<file path="src/hw/dmpg_pkg.sv">
/*
 drive monitor and parameter guard: shared constants, register map, types.
 assumes an apb register bus with 32-bit data and one aligned word per register.
*/
package dmpg_pkg;
  localparam int unsigned ADDR_W = 8;
  localparam logic [ADDR_W-1:0] OFF_RESOLVER_ANGLE = 8'h00;
  localparam logic [ADDR_W-1:0] OFF_QUAD_POS = 8'h04;
  localparam logic [ADDR_W-1:0] OFF_INDEX_REV = 8'h08;
  localparam logic [ADDR_W-1:0] OFF_RUN_STATE = 8'h0C;
  localparam logic [ADDR_W-1:0] OFF_SET_FREQ_PCT = 8'h10;
  localparam logic [ADDR_W-1:0] OFF_RUN_FREQ_PCT = 8'h14;
  localparam logic [ADDR_W-1:0] OFF_DI_FUNC_SEG1 = 8'h18;
  localparam logic [ADDR_W-1:0] OFF_DI_FUNC_SEG2 = 8'h1C;
  localparam logic [ADDR_W-1:0] OFF_USER_PASSWORD = 8'h20;
  localparam logic [ADDR_W-1:0] OFF_PASSWORD_ENTRY = 8'h24;
  localparam logic [ADDR_W-1:0] OFF_WRITE_LOCK = 8'h28;
  localparam logic [ADDR_W-1:0] OFF_QUICK_SELECT = 8'h2C;
  localparam logic [ADDR_W-1:0] OFF_RESTORE_CMD = 8'h30;
  localparam logic [ADDR_W-1:0] OFF_ACCESS_STATUS = 8'h34;
  localparam logic [ADDR_W-1:0] OFF_QUICK_KEY = 8'h38;
  localparam logic [ADDR_W-1:0] OFF_DISPLAY_MODE = 8'h3C;

  localparam logic [15:0] PASSWORD_RST = 16'h0000;
  localparam logic WRITE_LOCK_RST = 1'b0;
  localparam logic [7:0] QUICK_SELECT_RST = 8'h00;
  localparam logic [7:0] RESTORE_RST = 8'h00;
  localparam logic [11:0] RESOLVER_MAX = 12'hFFF;

  localparam logic [7:0] CMD_NONE = 8'h00;
  localparam logic [7:0] CMD_RESTORE_PART = 8'h01;
  localparam logic [7:0] CMD_RESTORE_ALL = 8'h02;
  localparam logic [7:0] CMD_CLEAR_RECORDS = 8'h04;

  localparam logic [1:0] DIR_STOP = 2'h0;
  localparam logic [1:0] DIR_FWD = 2'h1;
  localparam logic [1:0] DIR_REV = 2'h2;
  localparam logic [1:0] TREND_CONST = 2'h0;
  localparam logic [1:0] TREND_ACCEL = 2'h1;
  localparam logic [1:0] TREND_DECEL = 2'h2;

  localparam int unsigned QUICK_USER_BIT = 0;
  localparam int unsigned QUICK_CHANGED_BIT = 4;
  localparam int unsigned PCT_FULL = 10000;
  localparam int unsigned DI_FUNCS_LO = 40;
  localparam int unsigned DI_FUNCS_HI = 19;
  localparam logic [7:0] SYM_NONE = 8'h00;
  localparam logic [7:0] SYM_USER = 8'h75;
  localparam logic [7:0] SYM_CHANGED = 8'h63;

  typedef enum logic [1:0] {
    DMPG_MODE_FULL = 2'b00,
    DMPG_MODE_USER = 2'b01,
    DMPG_MODE_CHANGED = 2'b10
  } dmpg_mode_e;

  typedef enum logic [1:0] {
    DMPG_RS_IDLE = 2'b00,
    DMPG_RS_BUSY = 2'b01,
    DMPG_RS_DONE = 2'b10
  } dmpg_rst_e;

  typedef struct packed {
    logic [1:0] dir;
    logic [1:0] trend;
    logic dc_low;
  } dmpg_drive_s;

  typedef struct packed {
    logic keep_motor;
    logic wipe_params;
    logic clear_records;
  } dmpg_restore_s;
endpackage

</file>
<file path="src/hw/dmpg_top.sv">
/*
 drive monitor and parameter guard: encoder counters, status words, password
 and write lock, quick display mode, restore commands; apb slave for software.
 assumes quadrature and index pins asynchronous to pclk, drive status from
 pclk-domain logic, and a parameter store that acts on the restore strobes.
*/
// The implementer's own choices: the placing of the registers and the APB register port.
// Behaviour
// - position count moves once per a/b edge, four per encoder line
// - count up on forward rotation, down on reverse rotation
// - increment at 65535 wraps to zero
// - decrement at zero wraps to 65535
// - index counter steps plus or minus one per revolution, 16 bits
// - resolver angle read back as unsigned 0 to 4095
// - run word bits 1:0 are stop, forward, reverse
// - run word bits 3:2 are constant, accelerating, decelerating
// - run word bit 4 set on low dc bus voltage
// - set and run frequency as signed hundredths of percent of maximum
// - functions 1-40 on five digits, lowest group rightmost
// - functions 41-59 on three digits, right to left
// - non-zero password enables protection
// - protected parameters unreadable and unwritable until password matches
// - writing zero to password clears it and disables protection
// - lock 0 allows writes, lock 1 makes all read-only, default 0; the code keeps the lock itself writable under lock 1
// - quick key cycles full list and enabled user and changed modes
// - code prefix u in user mode, c in changed mode
// - command 1 restores all but motor, resolution, records, totals
// - command 2 restores every parameter including motor
// - command 4 clears records and totals; 3 and above 4 do nothing
`timescale 1ns/1ps
`default_nettype none
module dmpg_top #(
  parameter int unsigned ANGLE_W = 12,
  parameter int unsigned COUNT_W = 16
) (
  input wire logic pclk,
  input wire logic presetn,
  input wire logic psel,
  input wire logic penable,
  input wire logic pwrite,
  input wire logic [dmpg_pkg::ADDR_W-1:0] paddr,
  input wire logic [31:0] pwdata,
  input wire logic [3:0] pstrb,
  output logic [31:0] prdata,
  output logic pready,
  output logic pslverr,
  input wire logic enc_a,
  input wire logic enc_b,
  input wire logic enc_z,
  input wire logic [ANGLE_W-1:0] resolver_angle_in,
  input wire dmpg_pkg::dmpg_drive_s drive_in,
  input wire logic [15:0] set_freq,
  input wire logic [15:0] run_freq,
  input wire logic [15:0] max_output_frequency,
  input wire logic [39:0] di_func_lo,
  input wire logic [18:0] di_func_hi,
  input wire logic restore_done,
  output dmpg_pkg::dmpg_restore_s restore_req,
  output logic restore_strobe,
  output logic param_write_allowed,
  output logic param_view_allowed,
  output logic [7:0] code_prefix
);
  import dmpg_pkg::*;

  // three-stage sync; stage 1 read only by stage 2
  logic [2:0] a_sy, b_sy, z_sy;
  logic a_st, b_st, z_st;
  always_ff @(posedge pclk or negedge presetn) begin
    if (!presetn) begin
      a_sy <= 3'h0;
      b_sy <= 3'h0;
      z_sy <= 3'h0;
    end else begin
      a_sy <= {a_sy[1:0], enc_a};
      b_sy <= {b_sy[1:0], enc_b};
      z_sy <= {z_sy[1:0], enc_z};
    end
  end

  // a change counts once stages 2 and 3 agree
  always_ff @(posedge pclk or negedge presetn) begin
    if (!presetn) begin
      a_st <= 1'b0;
      b_st <= 1'b0;
      z_st <= 1'b0;
    end else begin
      if (a_sy[1] == a_sy[2]) a_st <= a_sy[2];
      if (b_sy[1] == b_sy[2]) b_st <= b_sy[2];
      if (z_sy[1] == z_sy[2]) z_st <= z_sy[2];
    end
  end

  // previous settled state for edge decode
  logic a_q, b_q, z_q;
  always_ff @(posedge pclk or negedge presetn) begin
    if (!presetn) begin
      a_q <= 1'b0;
      b_q <= 1'b0;
      z_q <= 1'b0;
    end else begin
      a_q <= a_st;
      b_q <= b_st;
      z_q <= z_st;
    end
  end

  // gray-step decode: forward when a leads b; double steps are ignored
  logic step_fwd, step_rev, a_edge, b_edge;
  always_comb begin
    a_edge = a_st ^ a_q;
    b_edge = b_st ^ b_q;
    step_fwd = 1'b0;
    step_rev = 1'b0;
    if (a_edge && !b_edge) begin
      step_fwd = (a_st != b_st);
      step_rev = (a_st == b_st);
    end else if (b_edge && !a_edge) begin
      step_fwd = (a_st == b_st);
      step_rev = (a_st != b_st);
    end
  end

  // last direction seen decides the sign of an index pulse
  logic dir_rev_r;
  always_ff @(posedge pclk or negedge presetn) begin
    if (!presetn) dir_rev_r <= 1'b0;
    else if (step_fwd) dir_rev_r <= 1'b0;
    else if (step_rev) dir_rev_r <= 1'b1;
  end

  // natural modulo wrap of the counter gives both wrap cases
  logic [COUNT_W-1:0] quad_pos_r, index_rev_r;
  always_ff @(posedge pclk or negedge presetn) begin
    if (!presetn) quad_pos_r <= '0;
    else if (step_fwd) quad_pos_r <= quad_pos_r + 1'b1;
    else if (step_rev) quad_pos_r <= quad_pos_r - 1'b1;
  end

  always_ff @(posedge pclk or negedge presetn) begin
    if (!presetn) index_rev_r <= '0;
    else if (z_st && !z_q) begin
      if (dir_rev_r) index_rev_r <= index_rev_r - 1'b1;
      else index_rev_r <= index_rev_r + 1'b1;
    end
  end

  // status capture
  logic [ANGLE_W-1:0] angle_r;
  logic [15:0] run_word_r;
  always_ff @(posedge pclk or negedge presetn) begin
    if (!presetn) begin
      angle_r <= '0;
      run_word_r <= 16'h0000;
    end else begin
      angle_r <= resolver_angle_in;
      run_word_r <= {11'h000, drive_in.dc_low, drive_in.trend, drive_in.dir};
    end
  end

  // percent scaling: one divider per readout; slow but combinational
  function automatic logic [15:0] to_pct(input logic [15:0] f, input logic [15:0] fmax);
    logic signed [31:0] num;
    logic signed [31:0] q;
    logic signed [31:0] lim;
    // the limit is kept signed so a negative quotient is not compared as huge
    lim = $signed(32'(PCT_FULL));
    num = 32'($signed(f)) * 32'(PCT_FULL);
    if (fmax == 16'h0000) q = 32'h0;
    else q = num / $signed({16'h0000, fmax});
    if (q > lim) q = lim;
    if (q < -lim) q = -lim;
    return q[15:0];
  endfunction

  logic [15:0] set_pct_r, run_pct_r;
  always_ff @(posedge pclk or negedge presetn) begin
    if (!presetn) begin
      set_pct_r <= 16'h0000;
      run_pct_r <= 16'h0000;
    end else begin
      set_pct_r <= to_pct(set_freq, max_output_frequency);
      run_pct_r <= to_pct(run_freq, max_output_frequency);
    end
  end

  // digit k occupies byte k, byte 0 is the rightmost digit
  logic [39:0] seg1_r;
  logic [23:0] seg2_r;
  always_ff @(posedge pclk or negedge presetn) begin
    if (!presetn) begin
      seg1_r <= 40'h0;
      seg2_r <= 24'h0;
    end else begin
      seg1_r <= di_func_lo;
      seg2_r <= {5'h00, di_func_hi};
    end
  end

  // apb decode, zero wait states
  logic wr_en, rd_en;
  assign wr_en = psel && penable && pwrite;
  assign rd_en = psel && penable && !pwrite;

  logic [15:0] password_r;
  logic unlocked_r, lock_r;
  logic [7:0] quick_sel_r, restore_cmd_r;
  logic protect;
  assign protect = (password_r != PASSWORD_RST);

  // guard for ordinary parameters
  logic view_ok, mod_ok;
  assign view_ok = !protect || unlocked_r;
  assign mod_ok = view_ok && (lock_r == WRITE_LOCK_RST);

  logic is_param_addr;
  always_comb begin
    case (paddr)
      OFF_USER_PASSWORD, OFF_WRITE_LOCK, OFF_QUICK_SELECT, OFF_RESTORE_CMD: is_param_addr = 1'b1;
      default: is_param_addr = 1'b0;
    endcase
  end

  logic wr_param;
  assign wr_param = wr_en && mod_ok && (pstrb[0] || pstrb[1]);

  // the lock itself stays writable so it can be released again
  always_ff @(posedge pclk or negedge presetn) begin
    if (!presetn) lock_r <= WRITE_LOCK_RST;
    else if (wr_en && view_ok && pstrb[0] && paddr == OFF_WRITE_LOCK) lock_r <= pwdata[0];
  end

  always_ff @(posedge pclk or negedge presetn) begin
    if (!presetn) password_r <= PASSWORD_RST;
    else if (wr_param && paddr == OFF_USER_PASSWORD) password_r <= pwdata[15:0];
  end

  // matching entry unlocks; a fresh password write leaves the writer unlocked
  always_ff @(posedge pclk or negedge presetn) begin
    if (!presetn) unlocked_r <= 1'b0;
    else if (wr_en && paddr == OFF_PASSWORD_ENTRY) unlocked_r <= (pwdata[15:0] == password_r);
    else if (wr_param && paddr == OFF_USER_PASSWORD) unlocked_r <= 1'b1;
  end

  always_ff @(posedge pclk or negedge presetn) begin
    if (!presetn) quick_sel_r <= QUICK_SELECT_RST;
    else if (wr_param && paddr == OFF_QUICK_SELECT) quick_sel_r <= pwdata[7:0];
  end

  // quick key: full -> user -> changed -> full, skipping disabled modes
  dmpg_mode_e mode_r, mode_nxt;
  logic user_en, chg_en, quick_press;
  assign user_en = quick_sel_r[QUICK_USER_BIT];
  assign chg_en = quick_sel_r[QUICK_CHANGED_BIT];
  assign quick_press = wr_en && paddr == OFF_QUICK_KEY && pwdata[0];
  always_comb begin
    mode_nxt = mode_r;
    case (mode_r)
      DMPG_MODE_FULL: begin
        if (user_en) mode_nxt = DMPG_MODE_USER;
        else if (chg_en) mode_nxt = DMPG_MODE_CHANGED;
      end
      DMPG_MODE_USER: begin
        mode_nxt = chg_en ? DMPG_MODE_CHANGED : DMPG_MODE_FULL;
      end
      DMPG_MODE_CHANGED: begin
        mode_nxt = DMPG_MODE_FULL;
      end
      default: begin
        mode_nxt = DMPG_MODE_FULL;
      end
    endcase
  end

  // a mode whose enable is withdrawn drops back to the full list
  always_ff @(posedge pclk or negedge presetn) begin
    if (!presetn) mode_r <= DMPG_MODE_FULL;
    else if (quick_press) mode_r <= mode_nxt;
    else if ((mode_r == DMPG_MODE_USER && !user_en) || (mode_r == DMPG_MODE_CHANGED && !chg_en))
      mode_r <= DMPG_MODE_FULL;
  end

  always_ff @(posedge pclk or negedge presetn) begin
    if (!presetn) code_prefix <= SYM_NONE;
    else begin
      case (mode_r)
        DMPG_MODE_USER: code_prefix <= SYM_USER;
        DMPG_MODE_CHANGED: code_prefix <= SYM_CHANGED;
        default: code_prefix <= SYM_NONE;
      endcase
    end
  end

  // restore sequencer
  dmpg_rst_e rs_r;
  logic cmd_valid;
  assign cmd_valid = (restore_cmd_r == CMD_RESTORE_PART) || (restore_cmd_r == CMD_RESTORE_ALL) ||
                     (restore_cmd_r == CMD_CLEAR_RECORDS);

  always_ff @(posedge pclk or negedge presetn) begin
    if (!presetn) restore_cmd_r <= RESTORE_RST;
    else if (rs_r == DMPG_RS_DONE) restore_cmd_r <= CMD_NONE;
    else if (rs_r == DMPG_RS_IDLE && wr_param && paddr == OFF_RESTORE_CMD)
      restore_cmd_r <= pwdata[7:0];
    else if (rs_r == DMPG_RS_IDLE && !cmd_valid) restore_cmd_r <= CMD_NONE;
  end

  always_ff @(posedge pclk or negedge presetn) begin
    if (!presetn) begin
      rs_r <= DMPG_RS_IDLE;
      restore_req <= '0;
      restore_strobe <= 1'b0;
    end else begin
      restore_strobe <= 1'b0;
      case (rs_r)
        DMPG_RS_IDLE: begin
          if (cmd_valid) begin
            rs_r <= DMPG_RS_BUSY;
            restore_strobe <= 1'b1;
            restore_req.keep_motor <= (restore_cmd_r == CMD_RESTORE_PART);
            restore_req.wipe_params <= (restore_cmd_r != CMD_CLEAR_RECORDS);
            restore_req.clear_records <= (restore_cmd_r == CMD_CLEAR_RECORDS);
          end
        end
        DMPG_RS_BUSY: begin
          if (restore_done) rs_r <= DMPG_RS_DONE;
        end
        DMPG_RS_DONE: begin
          rs_r <= DMPG_RS_IDLE;
          restore_req <= '0;
        end
        default: begin
          rs_r <= DMPG_RS_IDLE;
        end
      endcase
    end
  end

  always_ff @(posedge pclk or negedge presetn) begin
    if (!presetn) begin
      param_write_allowed <= 1'b1;
      param_view_allowed <= 1'b1;
    end else begin
      param_write_allowed <= mod_ok;
      param_view_allowed <= view_ok;
    end
  end

  // read mux; guarded parameters read zero while protected and not unlocked
  logic [31:0] rdata;
  logic unmapped;
  always_comb begin
    rdata = 32'h0;
    unmapped = 1'b0;
    case (paddr)
      OFF_RESOLVER_ANGLE: rdata = 32'(angle_r);
      OFF_QUAD_POS: rdata = 32'(quad_pos_r);
      OFF_INDEX_REV: rdata = 32'(index_rev_r);
      OFF_RUN_STATE: rdata = 32'(run_word_r);
      OFF_SET_FREQ_PCT: rdata = 32'(set_pct_r);
      OFF_RUN_FREQ_PCT: rdata = 32'(run_pct_r);
      OFF_DI_FUNC_SEG1: rdata = 32'(seg1_r[31:0]);
      OFF_DI_FUNC_SEG2: rdata = {seg2_r, seg1_r[39:32]};
      OFF_USER_PASSWORD: rdata = view_ok ? 32'(password_r) : 32'h0;
      OFF_PASSWORD_ENTRY: rdata = 32'h0;
      OFF_WRITE_LOCK: rdata = view_ok ? 32'(lock_r) : 32'h0;
      OFF_QUICK_SELECT: rdata = view_ok ? 32'(quick_sel_r) : 32'h0;
      OFF_RESTORE_CMD: rdata = view_ok ? 32'(restore_cmd_r) : 32'h0;
      OFF_ACCESS_STATUS: rdata = {28'h0, unlocked_r, protect, mod_ok, view_ok};
      OFF_QUICK_KEY: rdata = 32'h0;
      OFF_DISPLAY_MODE: rdata = {24'h0, 6'h00, mode_r};
      default: unmapped = 1'b1;
    endcase
  end

  // error on unmapped access or on a refused parameter access, except a lock write refused while protected
  always_ff @(posedge pclk or negedge presetn) begin
    if (!presetn) begin
      prdata <= 32'h0;
      pready <= 1'b0;
      pslverr <= 1'b0;
    end else begin
      pready <= psel && !penable;
      pslverr <= psel && !penable &&
                 (unmapped || (is_param_addr && (pwrite ? !mod_ok && paddr != OFF_WRITE_LOCK
                                                         : !view_ok)));
      if (psel && !penable && !pwrite) prdata <= rdata;
    end
  end

  logic unused_rd;
  assign unused_rd = rd_en;
endmodule
`default_nettype wire

</file>
<file path="config.mk">
export PLATFORM = sky130hd
export DESIGN_NAME = dmpg_top
export DESIGN_NICKNAME = d
export VERILOG_FILES = /design/src/hw/dmpg_pkg.sv /design/src/hw/dmpg_top.sv
export SDC_FILE = /design/constraint.sdc
export NUM_CORES = 2
export LEC_CHECK = 0
export BUFFER_PORTS_ARGS = -buffer_cell sky130_fd_sc_hd__buf_2
export CAP_MARGIN = 20
export CORE_UTILIZATION = 45
export CTS_CLUSTER_SIZE = 14
export DETAILED_ROUTE_END_ITERATION = 16
export GPL_ROUTABILITY_DRIVEN = 0
export HOLD_SLACK_MARGIN = 0.05
export PLACE_DENSITY = 0.6
export SYNTH_ARGS = -nofsm -noshare
export SYNTH_HDL_FRONTEND = slang
export SYNTH_SLANG_ARGS = --single-unit
</file>
<file path="constraint.sdc">
create_clock -name pclk -period 6.6 [get_ports pclk]
set_input_delay 1.32 -clock pclk [delete_from_list [all_inputs] [get_ports pclk]]
set_output_delay 1.32 -clock pclk [all_outputs]
set_load 0.05 [all_outputs]
</file>
Word level (Yosys, flattened, before mapping) --
Cells that the tools add are included.
Operators by class: add/sub/neg operators 4, multiply operators 2, divide/modulo/power cells 2, magnitude comparators 4, equal/unequal tests 33, shift operators 0, muxes and demuxes 42, bitwise operators 3, reduce and logical (&&, ||, !) cells 58
Operator list (count):
- $pmux W32 S14 | 1
- $mux W32 | 4
- $mux W16 | 6
- $div A32 B17 Y32 | 2
- $eq A8 B6 Y1 const B | 8
- $gt A32 B15 Y1 const B | 2
- $lt A32 B15 Y1 const B | 2
- $mul A32 B10 Y28 const B | 2
- $mux W8 | 5
- $add A16 B1 Y16 const B | 2
- $eq A8 B5 Y1 const B | 4
- $sub A16 B1 Y16 const B | 2
- $logic_and A1 B1 Y1 | 26
- $eq A16 B16 Y1 | 1
- $eq A8 B3 Y1 const B | 2
- $eq A8 B4 Y1 const B | 2
- $logic_not A16 Y1 | 1
- $reduce_bool A16 Y1 | 1
- $reduce_or A16 Y1 | 1
- $mux W1 | 14
- $mux W2 | 7
- $pmux W7 S2 | 1
- $logic_not A1 Y1 | 11
- $eq A8 B1 Y1 const B | 1
- other kinds (21) | 40
Word-level totals: register bits after elaboration 242, bits in latches 0, RAM bits 0, memory bits (read-only) 0, output and inout bits 48, memories kept 0

Depth between registers and ports, before layout --
depth after elaboration 10, depth in mapped cells 536, depth with buffers taken out 494

Worst setup path after synthesis --
OpenSTA, ideal clock, no wires.
path kind input port to flip-flop, start point in set_freq[15], end point reg set_pct_r[4], arrival 103297 ps, required time 6476 ps, setup slack -96821 ps, cell stages on the path 517, buffers on the path 55, path through clkbuf_1 -> inv_1 -> fa_1 -> inv_1 -> ha_1 -> fa_1 -> ha_1 -> inv_1 -> fa_1 -> inv_1 -> ha_1 -> clkbuf_1 -> a21o_1 -> a21o_1 -> a21o_1 -> a21oi_1 -> a21boi_1 -> xnor2_1 -> (+481 left out) -> a21oi_1 -> nand3_1 -> nor4_1 -> ha_1 -> and4_1 -> and3_1 -> clkbuf_1 -> nand3_1 -> mux2_2 -> nor3_1 -> a31oi_1 -> nor4b_1 -> o2111ai_1 -> nor4_1 -> a31o_2 -> nand3_2 -> mux2_2 -> or2_1
On the way: word-level cells in the longest chain between the ends 7
Ends and longest elaborated chain:
- from (decl) | RTL line dmpg_top.sv:52 | input wire logic [15:0] set_freq,
- $mul A32 B10 Y28 * | RTL line dmpg_top.sv:168 | num = 32'($signed(f)) * 32'(PCT_FULL);
- $div A32 B17 Y32 * | RTL line dmpg_top.sv:170 | else q = num / $signed({16'h0000, fmax});
- $mux W32 * | RTL line dmpg_top.sv:169 | if (fmax == 16'h0000) q = 32'h0;
- $gt A32 B15 Y1 | RTL line dmpg_top.sv:171 | if (q > lim) q = lim;
- $mux W32 * | RTL line dmpg_top.sv:171
- $lt A32 B15 Y1 | RTL line dmpg_top.sv:172 | if (q < -lim) q = -lim;
- $mux W16 * | RTL line dmpg_top.sv:172
- to (signal assigned) | RTL line dmpg_top.sv:182 | set_pct_r <= to_pct(set_freq, max_output_frequency);
- to (decl) | RTL line dmpg_top.sv:176 | logic [15:0] set_pct_r, run_pct_r;
Every way passes the cells marked *; elsewhere a longest branch is shown, timed or not. A chain may end at the register's enable or synchronous reset.

Worst setup path after layout --
start point in set_freq[6], end point reg set_pct_r[4]
Same word-level chain as after synthesis.

==> flow_metrics.env <==
export IMPL_die_h_microns=388
export IMPL_crit_top_cell="o21a_1"
export IMPL_area_delta_synth_final_pct=56.8
export IMPL_layout_drive_gt1_share=0.413
export IMPL_timing_fmax_ghz=0.0111
export IMPL_num_nets_final=14205
export IMPL_std_cell_rows=141
export IMPL_synthArstFlopShare=1.00
export IMPL_drt_initial_drc_count=7671
export IMPL_rsz0062_at_grt="true"
export IMPL_yosysSeqAreaShare=0.0884
export IMPL_die_area_sq_mm=0.151
export IMPL_critPathSlowestCell="or4_4"
export IMPL_violations="setup timing"
export IMPL_synth_avg_cell_area_sq_um=7.39
export IMPL_regArea_sq_mm=0.00593
export IMPL_setup_viol=32
export IMPL_clkSlewWorstSetupHoldPaths_ns=0.06
export IMPL_crit_type="in -> reg"
export IMPL_finClkSkew_ns=0.0151
export IMPL_min_to="b_sy[1]"
export IMPL_hold_class="reg -> reg"
export IMPL_r2r_start="a_st"
export IMPL_dr_pass1_iters=7
export IMPL_die_width_microns=388
export IMPL_n_fill_cell=11468
export IMPL_wl_met1_mm=120
export IMPL_critical_path_arrival_ns=90.25
export IMPL_wire_per_inst_microns=19.8
export IMPL_rrSetupSlack_ns=1.74
export IMPL_hold_viol=0
export IMPL_clk_latency_ns=0.56
export IMPL_avgViaCountPerCell=6.01
export IMPL_period_minus_slack_ns=89.81
export IMPL_crit_fanout=8
export IMPL_grt_first_pass_wirelength_mm=450
export IMPL_root_buffer="clkbuf_16"
export IMPL_start_util=0.454
export IMPL_crit_path_end_kind="flop"
export IMPL_h_tree_depth=1
export IMPL_required_ns=7.04
export IMPL_synth_edf_count=0
export IMPL_fin_util=0.712
export IMPL_grt_overflow_total=0
export IMPL_reg2reg_depth=23
export IMPL_grt_max_degree=125
export IMPL_grt_total_usage=0.362
export IMPL_ant_nets=0
export IMPL_synth_area_sq_mm=0.0671
export IMPL_antenna_found_initial=8
export IMPL_synth_flop_cell="dfrtp_1"
export IMPL_holdPathStages=0
export IMPL_numCtsBuffers=25
export IMPL_fin_ws_ns=-83.21
export IMPL_vias=89744
export IMPL_clock_path_buffers=3
export IMPL_r2r_end="quad_pos_r[15]"
export IMPL_io_pins=225
export IMPL_routed_wl_mm=296
export IMPL_yosysWarningCount=0
export IMPL_routed_wl_met3_mm=23.6
export IMPL_fin_crit_sh=13.6
export IMPL_multi_input_area_sq_mm=0.0633
export IMPL_cts_sinks=237
export IMPL_met2WireLength_mm=134
export IMPL_route_detailed_drc=0
export IMPL_post_dp_hpwl_mm=228
export IMPL_tritoncts="built"
export IMPL_critPathMaxStageDelay_ns=0.56
export IMPL_synth_seq_cells=237
export IMPL_cp_start_kind="primary input"
export IMPL_syn_inst=9084
export IMPL_status="complete, but fails checks"
export IMPL_port_buffers=204
export IMPL_synth_cell_types=155
export IMPL_grt_pass1_vias=87200
export IMPL_cap_violations=0
export IMPL_coreArea_sq_mm=0.148
export IMPL_highest_layer="met5"
export IMPL_relSlewSlack=0.293
export IMPL_worst_pin_slew_ns=1.06
export IMPL_hold_path_startpoint="b_sy[0]"
export IMPL_slew_viol_final=0
==> cells in the mapped netlist (61+ instances only) <==
cell type,number,share of area
o21ai_0,451,0.034
a21oi_1,578,0.043
inv_1,436,0.024
nor3_1,508,0.038
and2_1,82,0.0076
dfrtp_1,235,0.088
a31oi_1,110,0.010
nor4_1,67,0.0062
ha_1,951,0.18
fa_1,94,0.028
o21a_1,474,0.053
nor2_1,802,0.045
mux2_2,166,0.028
clkbuf_1,180,0.010
o211ai_1,85,0.0095
mux2i_1,63,0.0094
a211oi_1,66,0.0074
o31ai_1,233,0.026
o21bai_1,61,0.0068
nor2b_1,95,0.0089
nand2b_1,117,0.011
or3_1,102,0.0095
a21o_1,219,0.025
xor2_1,189,0.025
nand2_1,831,0.046
or2_2,77,0.0072
nand4_1,142,0.013
and3_1,69,0.0064
a22oi_1,71,0.0079
nand3_1,226,0.017
xnor2_1,310,0.040
==> layout by cell type, fill, tap and decap left out, types with 59 or more instances in the layout <==
master	netlist	routed
or2_2	77	68
nor2b_1	95	80
buf_2	36	201
ha_1	951	869
nand2_1	831	781
ha_4	0	67
nand3_1	226	203
xor2_1	189	188
nor3_1	508	484
and3_1	69	59
a21o_1	219	215
o31ai_1	233	201
a21oi_2	9	95
nor2_1	802	698
and2_1	82	72
o21ai_0	451	366
a22oi_1	71	69
o21ai_1	51	78
or3_1	102	91
inv_1	436	396
a31oi_1	110	96
a21oi_1	578	459
o21a_1	474	459
o211ai_1	85	85
nand4_1	142	142
xnor2_1	310	306
dfrtp_1	235	235
mux2_2	166	161
buf_4	16	3874
nand2b_1	117	114
fa_1	94	94
==> logic make-up after synthesis <==
family | after synthesis | synth area share
AO/OA/AOI/OAI | 2989 | 0.310
XOR/XNOR | 500 | 0.0654
adder cells (fa/ha/maj) | 1048 | 0.206
buffers and inverters | 715 | 0.0421
flip-flops | 237 | 0.0884
multiplexers | 237 | 0.0391
other | 1 | 0.0000559
AND/OR/NAND/NOR | 3357 | 0.249
==> how the worst max path moves through the flow <==
stage	startpoint	to	slack, ns	depth (start not counted)
floorplan	set_freq[15]	set_pct_r[4]	-85.27	516
global placement	set_freq[5]	set_pct_r[4]	-84.55	472
detailed placement	set_freq[5]	set_pct_r[4]	-85.40	469
CTS	set_freq[4]	set_pct_r[4]	-80.65	494
global route	set_freq[7]	set_pct_r[4]	-86.65	493
finish	set_freq[6]	set_pct_r[4]	-83.21	495
==> timing repair <==
action,in CTS,in global routing
hold buffers,0,0
gates resized for setup,224,476
setup endpoints to repair,32,32
buffers inserted,260,180
pin swaps,175,349
cloned,3,1
==> stage by stage <==
step | hold slack [ns] | setup slack [ns] | instances | TNS [ns] | cell area, sq um
floorplan | 0.331 | -85.27 | 9085 | -2679.30 | 69900
global placement | 0.333 | -84.55 | 14447 | -2600.69 | 97400
detailed placement | 0.336 | -85.40 | 14448 | -2654.71 | 97400
CTS | 0.351 | -80.65 | 14754 | -2571.02 | 101000
global route | 0.364 | -86.65 | 14930 | -2736.76 | 105000
finish | 0.347 | -83.21 | 14931 | -2608.66 | 105000
==> sequential cells by signal (all words and copies together), names as in the netlist, 5 cells and up <==
name	flops
seg2_r	19
angle_r	12
password_r	16
prdata	32
quad_pos_r	16
quick_sel_r	8
seg1_r	40
restore_cmd_r	8
set_pct_r	16
run_pct_r	16
index_rev_r	16
run_word_r	5
==> cell type report <==
class                   count  share of cell area
well taps                1930              0.0229
flip-flops and latches    237              0.0564
inverters                 442              0.0160
clock buffers              33             0.00680
multi-input cells        8135               0.602
repair buffers           4142               0.295
clock inverters            11             0.00119
diodes                      1           0.0000238
==> worst max-delay path, delay by kind of cell <==
family                   cells  cell delay (ns)
adder cells (fa/ha/maj)     39            11.15
AO/OA/AOI/OAI              262            48.28
multiplexers                 3             0.95
buffers and inverters       76             9.93
AND/OR/NAND/NOR            111            17.67
XOR/XNOR                     4             0.71
==> per-layer routing <==
layer / track usage / vias to the layer above
met5: 0 / -
met4: 0.174 / 12
met3: 0.0516 / 1196
met2: 0.604 / 3986
met1: 0.455 / 42511
li1: - / 42039
Power is left out: the tool's default activity adds up to more than one toggle a clock period on the data nets, which glitch-free logic cannot reach.
